File: config.mk
export PLATFORM = sky130hd
export DESIGN_NAME = ccd_channel_clock_divider
export DESIGN_NICKNAME = d
export VERILOG_FILES = /design/src/ccd_channel_clock_divider.v /design/src/ccd_divider.v
export VERILOG_INCLUDE_DIRS = /design/src
export SDC_FILE = /design/constraint.sdc
export NUM_CORES = 1
export LEC_CHECK = 0
export BUFFER_PORTS_ARGS = -buffer_cell sky130_fd_sc_hd__buf_2
export CAP_MARGIN = 10
export CORE_MARGIN = 2
export CORE_UTILIZATION = 40
export CTS_BUF_LIST = sky130_fd_sc_hd__clkbuf_4
export CTS_CLUSTER_SIZE = 20
export DETAILED_ROUTE_END_ITERATION = 12
export GPL_TIMING_DRIVEN = 0
export RECOVER_POWER = 100
export SYNTH_ARGS = -nofsm -noshare
export SYNTH_HDL_FRONTEND = slang
export SYNTH_SLANG_ARGS = --single-unit
File: constraint.sdc
create_clock -name clk -period 7.6 [get_ports clk]
set_input_delay 1.52 -clock clk [delete_from_list [all_inputs] [get_ports clk]]
set_output_delay 1.52 -clock clk [all_outputs]
set_load 0.005 [all_outputs]
File: src/ccd_consts.vh
// register offsets, field positions, reset values for channel dividers
`ifndef CCD_CONSTS_VH
`define CCD_CONSTS_VH
`define CCD_ADDR_CH0_COUNTS   10'h190
`define CCD_ADDR_CH0_CTRL     10'h191
`define CCD_ADDR_CH0_PWR      10'h192
`define CCD_ADDR_CH1_COUNTS   10'h193
`define CCD_ADDR_CH1_CTRL     10'h194
`define CCD_ADDR_CH1_PWR      10'h195
`define CCD_ADDR_CH2_COUNTS   10'h196
`define CCD_ADDR_CH2_CTRL     10'h197
`define CCD_ADDR_CH2_PWR      10'h198
`define CCD_RST_CH0_COUNTS    8'h77
`define CCD_RST_CH1_COUNTS    8'h33
`define CCD_RST_CH2_COUNTS    8'h11
`define CCD_RST_CTRL          8'h00
`define CCD_RST_PWR           8'h00
`define CCD_BIT_BYPASS        7
`define CCD_BIT_IGNSYNC       6
`define CCD_BIT_FORCE         5
`define CCD_BIT_STARTHI       4
`define CCD_BIT_PWRDN         2
`define CCD_BIT_DIRECT        1
`define CCD_BIT_DCCOFF        0
`define CCD_PWR_MASK          8'h07
`define CCD_SRC_OSC           2'h2
`define CCD_SRC_EXT           2'h0
`define CCD_SRC_NONE          2'h1
`endif

File: src/ccd_channel_clock_divider.v
// three-channel output clock divider block with its register file
`timescale 1ns/1ps
`include "ccd_consts.vh"
module ccd_channel_clock_divider #(
  parameter NCH = 3
) (
  input  wire           clk,
  input  wire           rst,
  input  wire           divInEn,
  input  wire           syncIn,
  input  wire           oscIn,
  input  wire           extClkIn,
  input  wire [1:0]     sourceSelect,
  input  wire [9:0]     regAddr,
  input  wire [7:0]     regWrData,
  input  wire           regWrEn,
  output reg  [7:0]     regRdData,
  output reg  [3*NCH-1:0] chanOut,
  output reg  [3*NCH-1:0] chanPowerDown,
  output reg  [NCH-1:0] dutyCycleCorrectionEn
);
  // pin inputs pass two flops before use
  reg  [1:0] syncMeta_reg;
  reg  [1:0] oscMeta_reg;
  reg  [1:0] extMeta_reg;
  reg  [1:0] tickMeta_reg;
  reg  [1:0] src_reg0;
  reg  [1:0] src_reg;
  always @(posedge clk or posedge rst) begin
    if (rst) begin
      syncMeta_reg <= 2'h0;
      oscMeta_reg  <= 2'h0;
      extMeta_reg  <= 2'h0;
      tickMeta_reg <= 2'h0;
      src_reg0     <= 2'h0;
      src_reg      <= 2'h0;
    end else begin
      syncMeta_reg <= {syncMeta_reg[0], syncIn};
      oscMeta_reg  <= {oscMeta_reg[0], oscIn};
      extMeta_reg  <= {extMeta_reg[0], extClkIn};
      tickMeta_reg <= {tickMeta_reg[0], divInEn};
      src_reg0     <= sourceSelect;
      src_reg      <= src_reg0;
    end
  end
  wire syncS = syncMeta_reg[1];
  wire oscS  = oscMeta_reg[1];
  wire extS  = extMeta_reg[1];
  wire tickS = tickMeta_reg[1];

  reg  [7:0] counts_reg [0:NCH-1];
  reg  [7:0] ctrl_reg   [0:NCH-1];
  reg  [7:0] pwr_reg    [0:NCH-1];
  reg  [7:0] rdNext;
  integer    k;
  // separate loop index: one variable per process
  integer    j;

  // registers: three bytes per channel from the channel 0 base
  always @(posedge clk or posedge rst) begin
    if (rst) begin
      counts_reg[0] <= `CCD_RST_CH0_COUNTS;
      counts_reg[1] <= `CCD_RST_CH1_COUNTS;
      counts_reg[2] <= `CCD_RST_CH2_COUNTS;
      for (k = 0; k < NCH; k = k + 1) begin
        ctrl_reg[k] <= `CCD_RST_CTRL;
        pwr_reg[k]  <= `CCD_RST_PWR;
      end
    end else if (regWrEn) begin
      for (k = 0; k < NCH; k = k + 1) begin
        if (regAddr == `CCD_ADDR_CH0_COUNTS + 3 * k) begin
          counts_reg[k] <= regWrData;
        end
        if (regAddr == `CCD_ADDR_CH0_CTRL + 3 * k) begin
          ctrl_reg[k] <= regWrData;
        end
        if (regAddr == `CCD_ADDR_CH0_PWR + 3 * k) begin
          // unused bits 7:3 stay zero
          pwr_reg[k] <= regWrData & `CCD_PWR_MASK;
        end
      end
    end
  end

  always @* begin
    rdNext = 8'h00;
    for (j = 0; j < NCH; j = j + 1) begin
      if (regAddr == `CCD_ADDR_CH0_COUNTS + 3 * j) begin
        rdNext = counts_reg[j];
      end
      if (regAddr == `CCD_ADDR_CH0_CTRL + 3 * j) begin
        rdNext = ctrl_reg[j];
      end
      if (regAddr == `CCD_ADDR_CH0_PWR + 3 * j) begin
        rdNext = pwr_reg[j];
      end
    end
  end

  always @(posedge clk or posedge rst) begin
    if (rst) begin
      regRdData <= 8'h00;
    end else begin
      regRdData <= rdNext;
    end
  end

  // input clock seen by bypassed channels as a level: enable pulse toggles it
  reg divInLevel_reg;
  always @(posedge clk or posedge rst) begin
    if (rst) begin
      divInLevel_reg <= 1'b0;
    end else if (tickS) begin
      divInLevel_reg <= ~divInLevel_reg;
    end
  end

  genvar g;
  generate
    for (g = 0; g < NCH; g = g + 1) begin : gCh
      wire [7:0] ctrl   = ctrl_reg[g];
      wire [7:0] pwr    = pwr_reg[g];
      wire       bypass = ctrl[`CCD_BIT_BYPASS];
      wire       forced = ctrl[`CCD_BIT_IGNSYNC] & ctrl[`CCD_BIT_FORCE];
      wire       divOut;
      reg        divSel;
      reg        outNext;
      ccd_divider u_div (
        .clk    (clk),
        .rst    (rst),
        // bypass holds the counter still, standing in for its power-down
        .tickEn (tickS & ~bypass),
        .syncIn (syncS),
        .counts (counts_reg[g]),
        .ctrl   (ctrl),
        .divOut (divOut)
      );
      always @* begin
        if (bypass) begin
          divSel = divInLevel_reg;
        end else if (forced) begin
          divSel = ctrl[`CCD_BIT_STARTHI];
        end else begin
          divSel = divOut;
        end
        outNext = divSel;
        if (pwr[`CCD_BIT_DIRECT]) begin
          case (src_reg)
            `CCD_SRC_OSC:  outNext = oscS;
            `CCD_SRC_EXT:  outNext = extS;
            `CCD_SRC_NONE: outNext = divSel;
            default:       outNext = divSel;
          endcase
        end
        if (pwr[`CCD_BIT_PWRDN]) begin
          outNext = 1'b0;
        end
      end
      always @(posedge clk or posedge rst) begin
        if (rst) begin
          chanOut[3*g+2:3*g]       <= 3'h0;
          chanPowerDown[3*g+2:3*g] <= 3'h0;
          dutyCycleCorrectionEn[g] <= 1'b1;
        end else begin
          chanOut[3*g+2:3*g]       <= {3{outNext}};
          chanPowerDown[3*g+2:3*g] <= {3{pwr[`CCD_BIT_PWRDN]}};
          dutyCycleCorrectionEn[g] <= ~pwr[`CCD_BIT_DCCOFF];
        end
      end
    end
  endgenerate
endmodule // ccd_channel_clock_divider

File: src/ccd_divider.v
// one channel divider: low/high counts, start level, phase offset, sync
`timescale 1ns/1ps
`include "ccd_consts.vh"
module ccd_divider (
  input  wire       clk,
  input  wire       rst,
  input  wire       tickEn,
  input  wire       syncIn,
  input  wire [7:0] counts,
  input  wire [7:0] ctrl,
  output reg        divOut
);
  reg  [3:0] cnt_reg;
  reg  [3:0] phase_reg;
  reg        syncPrev_reg;
  wire       ignoreSync = ctrl[`CCD_BIT_IGNSYNC];
  wire       startHigh  = ctrl[`CCD_BIT_STARTHI];
  wire       syncRise   = syncIn & ~syncPrev_reg & ~ignoreSync;
  wire [3:0] halfLen    = divOut ? counts[3:0] : counts[7:4];
  always @(posedge clk or posedge rst) begin
    if (rst) begin
      cnt_reg      <= 4'h0;
      phase_reg    <= 4'h0;
      divOut       <= 1'b0;
      syncPrev_reg <= 1'b0;
    end else begin
      syncPrev_reg <= syncIn;
      if (syncRise) begin
        // restart at start level, then wait out the phase offset
        divOut    <= startHigh;
        cnt_reg   <= 4'h0;
        phase_reg <= ctrl[3:0];
      end else if (tickEn) begin
        if (phase_reg != 4'h0) begin
          phase_reg <= phase_reg - 4'h1;
        end else if (cnt_reg >= halfLen) begin
          // counts compared on every tick, so a new value takes effect within the current half
          cnt_reg <= 4'h0;
          divOut  <= ~divOut;
        end else begin
          cnt_reg <= cnt_reg + 4'h1;
        end
      end
    end
  end
endmodule // ccd_divider

======== Word-level counts from Yosys, hierarchy flattened ========
Cells that the tools add are included.
storage, ports and cells
  bits in registers ....................... 115
  input port bits ......................... 27
  output and inout bits ................... 29
  word-level logic and storage cells ...... 173
cells by class
  add/subtract/negate cells ............... 6
  order comparisons ....................... 3
  equality and inequality tests ........... 13
  muxes and demuxes ....................... 60
  bitwise logic cells ..................... 24
  reduce and logical (&&, ||, !) cells .... 31
operator list
  kind                 count
  $mux 4               24
  $eq 10x9->1 const B  9
  $mux 8               9
  $reduce_and 2->1     15
  $mux 1               24
  $reduce_bool 2->1    9
  $not 1->1            14
  $add 4x1->4 const B  3
  $ge 4x4->1           3
  $reduce_bool 4->1    3
  $sub 4x1->4 const B  3
  $and 1x1->1          10
  $reduce_and 3->1     3
  $ne 2x1->1 const B   3
  $pmux 1 s2           3
  $eq 2x2->1 const B   1
  $logic_not 2->1      1

======== Logic depth before layout (Yosys ltp) ========
Gate-level depths: netlist (run 1).
  word-level depth ........................ 10
  depth in mapped cells ................... 7
  mapped depth without buffers ............ 6

======== Cells and area by module ========
From an unflattened synthesis (run 1), not the netlist that was laid out.
unflattened totals
  cell total of the unflattened synthesis .. 509
  area total of the unflattened synthesis .. 5,963.2 sq um
by module, submodules not included
  module                          times used  cells each  area an instance (sq um)  seq. area each (sq um)
  ccd_channel_clock_divider       1           290         3,844.9                   2,195.9
  ccd_divider (gCh[0].u_div ...)  2           73          706.9                     250.2
  ccd_divider (gCh[2].u_div)      1           73          704.4                     250.2

======== Worst setup path before layout (run 1) ========
Ideal clock, no wire load.
  path type ............................... input to register
  start point ............................. input port regAddr[6]
  end point ............................... register ctrl_reg, in the netlist gCh[1].ctrl[0]
  library setup time ...................... 0.125 ns
  arrival ................................. 2.676 ns
  required time ........................... 7.475 ns
  path slack .............................. 4.799 ns
  cell stages on the path ................. 6
  path buffers ............................ 2
  path through ............................ and4bb_1 -> and2_1 -> buf_6 -> and4_4 -> buf_6 -> mux2_2
between the ends
  cells in the longest elaborated chain, start to end .. 2
RTL lines
  element                        line                            source
  start, declared                ccd_channel_clock_divider.v:14  input wire [9:0] regAddr,
  $eq 10x9->1                    ccd_channel_clock_divider.v:74  if (regAddr == `CCD_ADDR_CH0_CTRL + 3 * k) begin
  $reduce_and 2->1 (no line)     -
  end signal, assigned by index  ccd_channel_clock_divider.v:66  ctrl_reg[k] <= `CCD_RST_CTRL;
  end signal, assigned by index  ccd_channel_clock_divider.v:75  ctrl_reg[k] <= regWrData;
  end, declared                  ccd_channel_clock_divider.v:52  reg [7:0] ctrl_reg [0:NCH-1];
No other way between the ends.
A chain may end at the register's enable or synchronous reset.

======== Final worst setup path (run 1) ========
  start point ............................. input port regAddr[6]
  end point ............................... register ctrl_reg, in the netlist gCh[0].ctrl[3]
The elaborated chain is that of the path after synthesis.

==> impl_metrics.py, run 1 <==
metrics = {
    "setup_path": {
        "worstSetupStartpointType": "primary input",
        "r2r_start": "gCh[0].u_div.divOut",
        "cp-end-kind": "flop",
        "r2r_cells": 7,
        "required_ns": 8.01,
        "cp.arrival_ns": 3.79,
        "startpoint": "regAddr[6]",
        "worst-setup-path-type": "in2reg",
        "path_max_fanout": 10,
    },
    "routing": {
        "firstDrtPassIters": 5,
        "ant_nets": 0,
        "routed_wl_um": 15000,
        "viasPerCell": 5.63,
        "drtIter0Drc": 273,
        "wl_per_cell_um": 18.6,
        "vias": 4552,
        "remaining_drc_errors": 0,
    },
    "sta": {
        "slew_headroom": -0.755,
        "tns_ns": 0,
        "final_max_slew_viol_count": 57,
        "hold_viol_final": 0,
        "setup_violations": 0,
        "clock_skew_ns": 0.0135,
        "rsz0062_at_grt": "false",
        "tightestPinTransition_ns": 2.62,
        "setup_slack_ns": 4.22,
        "max_freq_mhz": 296,
        "fin_crit_sh": 0.445,
        "fin_crit_ns": 3.38,
        "holdWs_ns": 0.356,
    },
    "final_layout": {
        "mostFrequentLayoutCell": "dfrtp_1",
        "layout-drive-gt1-share": 0.316,
        "area_delta_synth_final_pct": 11.2,
        "diodes": 0,
        "nNetsFinal": 652,
        "post-route-util": 0.449,
        "final_cell_mix": "dfrtp_1 (100), mux2_2 (65), buf_2 (55)",
        "fin_cells": 808,
        "fin_area_um2": 6740,
        "fillers": 1437,
    },
    "floorplan": {
        "num_rows": 45,
        "core_area_um2": 15000,
        "die_h_um": 127,
        "ioPinCount": 56,
        "fp.dieW_um": 127,
        "start_util": 0.403,
        "die-area_um2": 16200,
    },
    "clock_network": {
        "cts-root-buf": "clkbuf_4",
        "cts_tree": "yes",
        "cts_sinks": 115,
        "cts_resized": 0,
        "ctsHoldBuffers": 0,
        "clk_pin_slew_ns": 0.10,
        "cts_buffers": 17,
        "cts_max_path_buffers": 2,
        "insertion_delay_ns": 0.52,
        "h-tree-depth": 4,
        "post-cts-setup-buffer-count": 0,
    },
    "global_route": {
        "grt_max_degree": 60,
        "grt_usage": 0.194,
        "grt_pass1_vias": 4489,
        "overflow": 0,
        "antenna_found_initial": 1,
        "grt_pass1_wl_um": 24100,
    },
    "min_path": {
        "hold_depth": 0,
        "hold_class": "reg2reg",
        "hold_path.startpoint": "src_reg0[1]",
    },
    "job": {
        "cap_violations": 1,
    },
    "outcome": {
        "status": "finished, violations left",
        "violations": "capacitance limit, slew limit",
    },
    "synth": {
        "ys_seq_area_frac": 0.478,
        "synth_nets": 579,
        "synthTopCellsByArea": "dfrtp_1 (41%), mux2_2 (12%), dfstp_2 (6.5%)",
        "synth_cell_type_count": 66,
        "synth_ff_type": "dfrtp_1",
        "async_flop_share": 1.00,
        "synthCells": 534,
        "synth_area_leader_cell": "dfrtp_1",
        "synth-seq-cells": 115,
        "synth_edf_count": 0,
        "synth_top_area_frac": 0.413,
        "synth_area_um2": 6060,
        "synth.avg_cell_area_um2": 11.4,
        "ys_warn_count": 0,
    },
    "placed_design": {
        "dpl-instance-area_um2": 6590,
        "dp_cells": 776,
        "io_buffers": 53,
        "post-place-ws_ns": 4.47,
        "dp_hpwl_um": 11000,
        "globalplace.congestion": 0.918,
    },
    "power": {
        "p_per_area_nw_per_um2": 219,
        "leakage_nw": 3.04,
        "p_total_mw": 1.48,
        "ir_drop_mv": 0.140,
    },
}
-- power by group --
part | switching, mW | internal (mW) | leakage (nW)
logic | 0.181 | 0.155 | 1.40
clock network | 0.229 | 0.200 | 0.143
registers | 0.0441 | 0.665 | 1.50
total | 0.454 | 1.02 | 3.04
-- synthesized netlist by cell type, drive strengths merged (3+ instances only) --
| cell | n |
|---|---|
| a21o | 3 |
| xor2 | 5 |
| a31oi | 3 |
| dfstp | 15 |
| dfrtp | 100 |
| buf | 30 |
| nor2b | 9 |
| a22oi | 4 |
| or3 | 3 |
| nand2b | 12 |
| nand2 | 33 |
| nand3 | 20 |
| a2bb2oi | 3 |
| nor2 | 25 |
| o211ai | 12 |
| a211oi | 5 |
| o221ai | 3 |
| or2 | 4 |
| and2 | 6 |
| o22ai | 6 |
| ha | 18 |
| a311o | 3 |
| mux2i | 13 |
| o21ai | 22 |
| o32ai | 3 |
| nor3 | 4 |
| o2111ai | 7 |
| and4 | 3 |
| or3b | 3 |
| nor3b | 7 |
| nand4bb | 3 |
| a222oi | 3 |
| clkbuf | 7 |
| a21oi | 12 |
| inv | 24 |
| mux2 | 65 |
| xnor2 | 5 |
| a2111oi | 4 |
| a221oi | 4 |
| nand4 | 4 |
-- logic make-up (layout without fill, tap and decap cells) --
family	count (synthesis)	in the layout	synth area share
flip-flops	115	115	0.478
AND/OR/NAND/NOR	144	144	0.142
multiplexers	78	78	0.142
AO/OA/AOI/OAI	108	108	0.131
buffers and inverters	61	147	0.0561
XOR/XNOR	10	10	0.0144
adder cells (fa/ha/maj)	18	18	0.0371
-- layout make-up --
class                   instances  area [µm²]  share of cell area
flip-flops and latches        115        2900               0.430
multi-input cells             358        2760               0.410
repair buffers                 54         284              0.0421
well taps                     188         235              0.0349
plain buffers                  37         206              0.0306
clock buffers                  20         150              0.0223
clock inverters                12         115              0.0171
inverters                      24        91.3              0.0135
-- critical path, cell delays in order --
cell,delay [ns]
buf_2,0.09
and4bb_1,0.28
and2_0,0.14
clkbuf_1,0.34
clkbuf_1,0.42
nand4_1,0.54
mux2_2,0.45
-- routing by layer --
| metal | track usage | part of all wire | routed length (µm) | vias up |
|---|---|---|---|---|
| met3 | 0.0444 | 0.047 | 700 | 24 |
| met2 | 0.292 | 0.46 | 6920 | 136 |
| met1 | 0.268 | 0.46 | 6950 | 2275 |
| met4 | 0.0892 | 0.029 | 430 | 0 |
| li1 | - | - | - | 2117 |
| met5 | 0 | 0 | 0 | - |
-- path summary, 6_finish.rpt --
kind | slack, ns | to
min in group asynchronous | 1.71 | src_reg0[0]
max in group asynchronous | 4.69 | gCh[1].ctrl[2]
min reg2reg | 0.36 | src_reg[1]
min | 0.36 | src_reg[1]
max | 4.22 | gCh[0].ctrl[3]
max reg2reg | 4.75 | gCh[0].u_div.cnt_reg[0]
Power figures use the tool's default switching activity.
==> inputs of run 2 (changes only) <==
Settings changed: ABC_AREA set to 1.
Clock period 7.6 ns to 3.5 ns, I/O delays scaled along.
==> run 2 against run 1 <==
Compared with the run above:
- the flow now finishes without violations
- largest cell class unchanged
- synthesized cell count grew 26%
- non-clock buffer count shrank 11
- largest power group unchanged
- clock power grew 150%
- count of clock-buffer cells in the layout shrank 3
- combinational power grew 140%
- first-iteration DRC count shrank 11%
- critical path depth grew 3
- highest routed layer unchanged
- power grew 130%
- clock skew grew 0.0019 ns
- utilization grew 0.65 points
- global-route usage grew 0.40 points
==> impl_metrics.py, run 2 <==
metrics = {
    "global_route": {
        "grt_pass1_wl_um": 24300,
        "antenna_found_initial": 1,
        "grt_usage": 0.198,
        "grt_max_degree": 40,
        "grt_pass1_vias": 4812,
        "overflow": 0,
    },
    "sta": {
        "slew_headroom": 0.0563,
        "hold_viol_final": 0,
        "max_freq_mhz": 414,
        "tightestPinTransition_ns": 1.42,
        "tns_ns": 0,
        "clock_skew_ns": 0.0154,
        "setup_violations": 0,
        "final_max_slew_viol_count": 0,
        "fin_crit_ns": 2.42,
        "rsz0062_at_grt": "false",
        "fin_crit_sh": 0.690,
    },
    "clock_network": {
        "cts_max_path_buffers": 2,
        "insertion_delay_ns": 0.56,
        "post-cts-setup-buffer-count": 0,
        "cts-root-buf": "clkbuf_4",
        "cts_resized": 0,
        "cts_tree": "yes",
        "cts_buffers": 17,
        "clk_pin_slew_ns": 0.11,
        "cts_sinks": 115,
        "ctsHoldBuffers": 0,
        "h-tree-depth": 4,
    },
    "placed_design": {
        "globalplace.congestion": 0.908,
        "dp_hpwl_um": 11100,
        "io_buffers": 54,
    },
    "synth": {
        "synth_common_cells": "nand2_1 (169), dfrtp_1 (100), inv_1 (72)",
        "synthCells": 672,
        "async_flop_share": 1.00,
        "synth.avg_cell_area_um2": 8.80,
        "synthTopCellsByArea": "dfrtp_1 (42%), nand2_1 (11%), dfstp_2 (6.7%)",
        "synth_cell_type_count": 45,
        "ys_seq_area_frac": 0.490,
        "synth_top_area_frac": 0.423,
        "yosysMostFrequentCell": "nand2_1",
        "synth_edf_count": 0,
        "synth-seq-cells": 115,
        "ys_warn_count": 0,
        "synth_area_leader_cell": "dfrtp_1",
        "synth_ff_type": "dfrtp_1",
        "synth_area_um2": 5910,
        "synth_nets": 717,
    },
    "setup_path": {
        "required_ns": 3.93,
        "worst-setup-path-type": "in2reg",
        "worstSetupStartpointType": "primary input",
        "path_max_fanout": 10,
        "r2r_start": "gCh[2].u_div.divOut",
        "cp.arrival_ns": 2.84,
        "path_cells": "buf_2 -> nor2_1 -> nand2_1 -> nor2_1 -> nand2_4 -> clkinvlp_2 -> nand2_1 -> clkbuf_1 -> nand2_1 -> o21ai_0",
        "r2r-end": "gCh[2].u_div.divOut",
        "r2r_setup_slack_ns": 1.29,
        "cp_slowest_stage_delay_ns": 0.75,
        "crit_slowest_cell": "nor2_1",
        "crit_top_cell": "nand2_1",
        "r2r_cells": 12,
        "cp-end-kind": "flop",
    },
    "routing": {
        "vias": 4795,
        "ant_nets": 0,
        "wl_per_cell_um": 15.5,
        "drtIter0Drc": 243,
        "firstDrtPassIters": 5,
        "viasPerCell": 5.07,
        "routed_wl_um": 14600,
        "remaining_drc_errors": 0,
    },
    "floorplan": {
        "start_util": 0.408,
        "ioPinCount": 56,
        "core_area_um2": 14500,
        "num_rows": 44,
        "fp.dieW_um": 126,
        "die_h_um": 126,
        "die-area_um2": 15800,
    },
    "min_path": {
        "whs_endpoint": "tickMeta_reg[0]",
        "hold_depth": 1,
        "hold_path.startpoint": "divInEn",
        "hold_class": "in2reg",
    },
    "outcome": {
        "status": "finished clean",
    },
    "final_layout": {
        "area_delta_synth_final_pct": 11.5,
        "fillers": 1444,
        "mostFrequentLayoutCell": "nand2_1",
        "post-route-util": 0.455,
        "final_cell_mix": "nand2_1 (175), dfrtp_1 (100), inv_1 (73)",
        "layout-drive-gt1-share": 0.191,
        "nNetsFinal": 793,
    },
    "job": {
        "cap_violations": 0,
    },
    "power": {
        "ir_drop_mv": 0.333,
        "p_per_area_nw_per_um2": 519,
        "leakage_nw": 3.15,
    },
}
==> run 2: final cells by class <==
cell class / instances / area (µm²) / area share
inverters: 85 / 327 / 0.0496
flip-flops and latches: 115 / 2900 / 0.440
diodes: 1 / 2.50 / 0.000380
multi-input cells: 449 / 2380 / 0.362
repair buffers: 57 / 305 / 0.0463
plain buffers: 23 / 135 / 0.0205
well taps: 184 / 230 / 0.0349
clock inverters: 15 / 183 / 0.0277
clock buffers: 17 / 128 / 0.0194
==> run 2: metrics by stage <==
stage          std cells  area, µm²  power (mW)  setup slack [ns]  hold WS [ns]
2_1_floorplan        672       5910        2.15              1.41         0.331
3_3_place_gp         910       6410        2.35             0.660         0.334
3_5_place_dp         913       6470        2.40              1.30         0.336
4_1_cts              945       6790        3.47              1.29         0.190
5_1_grt              946       6590        3.64             0.851         0.215
6_report             946       6590        3.42              1.08         0.245
==> run 2: worst max-delay path by stage <==
stage                                   start  slack (ns)  depth (start not counted)                       to
final                              regAddr[6]        1.08                         10           gCh[0].ctrl[0]
after global routing               regAddr[5]        0.85                          9           counts_reg[11]
after CTS                 gCh[2].u_div.divOut        1.29                         10  gCh[2].u_div.cnt_reg[1]
after detailed placement  gCh[2].u_div.divOut        1.30                         11      gCh[2].u_div.divOut
after global placement                    rst        0.66                          2               chanOut[3]
after floorplan                           rst        1.41                          1               chanOut[0]
==> run 2: cell families (layout without fill, tap and decap cells) <==
logic type                 count (synthesis)  in the layout  share of synthesized area
AOI/OAI and AO/OA                        116            116                      0.117
xor gates and xnor gates                  11             11                     0.0163
muxes                                      5              5                    0.00868
buffers and inverters                    108            197                     0.0845
and+or+nand+nor                          299            299                      0.245
other                                      0              1                          0
DFF                                      115            115                      0.490
adders and majority gates                 18             18                     0.0381
==> run 2: metal layers <==
| layer | up-vias | share of wire | track usage |
|---|---|---|---|
| met5 | - | 0 | 0 |
| met4 | 0 | 0.027 | 0.0791 |
| met3 | 30 | 0.042 | 0.0394 |
| met2 | 114 | 0.48 | 0.321 |
| met1 | 2306 | 0.45 | 0.261 |
| li1 | 2345 | - | - |
==> run 2: critical path, delay by kind of cell <==
| family | cells | cell delay, ns |
|---|---|---|
| buffers and inverters | 3 | 0.54 |
| AO/OA/AOI/OAI | 1 | 0.08 |
| AND/OR/NAND/NOR | 6 | 1.52 |
==> run 2: power by group <==
part / internal (mW) / total [mW] / switching, mW
Sequential: 1.46 / 1.55 / 0.0896
Combinational: 0.324 / 0.807 / 0.483
Clock: 0.499 / 1.06 / 0.563
==> inputs of run 3 (changes only) <==
Settings changed: ABC_AREA 1 to 0.
Clock period 3.5 ns to 2.1 ns, I/O delays scaled along.
==> run 3 against run 2 <==
Compared with the run above:
- utilization up 1.4 points
- power up 72%
- critical endpoint is now gCh[2].u_div.cnt_reg[2]
- cell area up 7.0%
- die area up 2.5%
- clock power up 83%
- non-clock buffer count up 32
- first-iteration DRC count up 40%
==> impl_metrics.py, run 3 (synthesis results as in run 1) <==
metrics = {
    "min_path": {
        "whs_endpoint": "gCh[2].ctrl[5]",
        "hold_path.startpoint": "regWrData[5]",
        "hold_depth": 2,
        "hold_class": "in2reg",
    },
    "setup_path": {
        "path_cells": "buf_8 -> mux2_2 -> ha_1 -> nand2b_4 -> a211oi_2 -> o21ai_2 -> clkbuf_1 -> o211ai_1",
        "cp.arrival_ns": 2.49,
        "path_max_fanout": 6,
        "worstSetupStartpointType": "flop",
        "required_ns": 2.56,
        "crit_slowest_cell": "dfrtp_1",
        "worst-setup-path-type": "reg2reg",
        "r2r_setup_slack_ns": 0.07,
        "r2r_cells": 8,
        "r2r-end": "gCh[2].u_div.cnt_reg[2]",
        "r2r_start": "gCh[2].u_div.divOut",
        "cp-end-kind": "flop",
        "cp_slowest_stage_delay_ns": 0.37,
    },
    "final_layout": {
        "final_cell_mix": "dfrtp_1 (100), mux2_2 (64), buf_2 (54)",
        "mostFrequentLayoutCell": "dfrtp_1",
        "layout-drive-gt1-share": 0.335,
        "multi_input_area_um2": 2820,
        "diodes": 0,
        "seq_area_um2": 2900,
        "fillers": 1373,
        "area_delta_synth_final_pct": 16.3,
        "nNetsFinal": 673,
        "post-route-util": 0.469,
    },
    "floorplan": {
        "fp.dieW_um": 127,
        "core_area_um2": 15000,
        "num_rows": 45,
        "ioPinCount": 56,
        "die_h_um": 127,
        "die-area_um2": 16200,
        "start_util": 0.403,
    },
    "clock_network": {
        "insertion_delay_ns": 0.55,
        "h-tree-depth": 4,
        "cts-root-buf": "clkbuf_4",
        "cts_tree": "yes",
        "cts_max_path_buffers": 2,
        "cts_buffers": 17,
        "cts_sinks": 115,
        "clk_pin_slew_ns": 0.11,
    },
    "placed_design": {
        "globalplace.congestion": 0.935,
        "post-place-ws_ns": -0.247,
        "dp_hpwl_um": 11100,
        "io_buffers": 53,
    },
    "routing": {
        "remaining_drc_errors": 0,
        "vias": 4642,
        "ant_nets": 0,
        "wl_per_cell_um": 18.6,
        "drtIter0Drc": 340,
        "viasPerCell": 5.60,
        "firstDrtPassIters": 5,
        "routed_wl_um": 15400,
    },
    "outcome": {
        "status": "finished clean",
    },
    "global_route": {
        "grt_max_degree": 45,
        "antenna_found_initial": 0,
        "grt_pass1_wl_um": 24900,
        "overflow": 0,
        "grt_usage": 0.201,
        "grt_pass1_vias": 4536,
    },
    "sta": {
        "hold_viol_final": 0,
        "fin_crit_sh": 0.965,
        "setup_slack_ns": 0.0740,
        "fin_crit_ns": 2.03,
        "slew_headroom": 0.426,
        "setup_violations": 0,
        "holdWs_ns": 0.252,
        "tightestPinTransition_ns": 0.861,
        "final_max_slew_viol_count": 0,
        "clock_skew_ns": 0.0159,
        "max_freq_mhz": 494,
        "rsz0062_at_grt": "true",
    },
    "job": {
        "cap_violations": 0,
    },
    "power": {
        "p_total_mw": 5.87,
        "ir_drop_mv": 0.461,
        "p_per_area_nw_per_um2": 833,
        "leakage_nw": 3.21,
    },
}
## run 3: worst max-delay path by stage
stage / slack, ns / endpoint / from
2_1_floorplan: 0.006 / gCh[1].u_div.cnt_reg[0] / gCh[1].u_div.divOut
3_3_place_gp: -0.44 / gCh[2].u_div.cnt_reg[3] / rst
3_5_place_dp: -0.25 / gCh[1].u_div.cnt_reg[0] / gCh[1].u_div.divOut
4_1_cts: 0.02 / gCh[0].u_div.divOut / gCh[0].u_div.divOut
5_1_grt: -0.02 / gCh[1].u_div.cnt_reg[0] / gCh[1].u_div.divOut
6_report: 0.07 / gCh[2].u_div.cnt_reg[2] / gCh[2].u_div.divOut
## run 3: final cells by class
class | count | area share
Tap cell | 188 | 0.0334
Buffer | 37 | 0.0337
Timing Repair Buffer | 75 | 0.0623
Clock inverter | 12 | 0.0264
Sequential cell | 115 | 0.411
Clock buffer | 20 | 0.0213
Inverter | 24 | 0.0130
Multi-Input combinational cell | 358 | 0.399
## run 3: stage by stage
| stage | TNS, ns | cells | cell area, µm² |
|---|---|---|---|
| detailed placement | -1.12 | 778 | 6640 |
| global route | -0.0624 | 829 | 7050 |
| finish | 0 | 829 | 7050 |
| floorplan | 0 | 534 | 6070 |
| CTS | 0 | 823 | 7150 |
| global placement | -44.35 | 775 | 6580 |
## run 3: per-layer routing
| layer | up-vias | wire (µm) | global-route usage |
|---|---|---|---|
| li1 | 2146 | - | - |
| met1 | 2340 | 6910 | 0.275 |
| met2 | 129 | 7280 | 0.306 |
| met3 | 27 | 837 | 0.0611 |
| met4 | 0 | 380 | 0.0692 |
| met5 | - | 0 | 0 |
## run 3: timing repair
item                       4_1_cts  5_1_grt
gates resized for setup         13        8
setup buffers                    6        6
hold endpoints to repair        14        0
hold buffers                     7        0
setup endpoints to repair       11       13
cloned                           0        0
pin swaps                        5        5
## run 3: worst max-delay path: cells and delay by family, from the launching register on
family                     cells  cell delay [ns]
adders and majority gates      1             0.27
DFF                            1             0.37
and+or+nand+nor                1             0.14
muxes                          1             0.33
buffers and inverters          2             0.28
AOI/OAI and AO/OA              3             0.56
## run 3: power by group
group	internal, mW	switching, mW
Clock	1.09	0.850
Combinational	0.695	0.671
Sequential	2.41	0.163
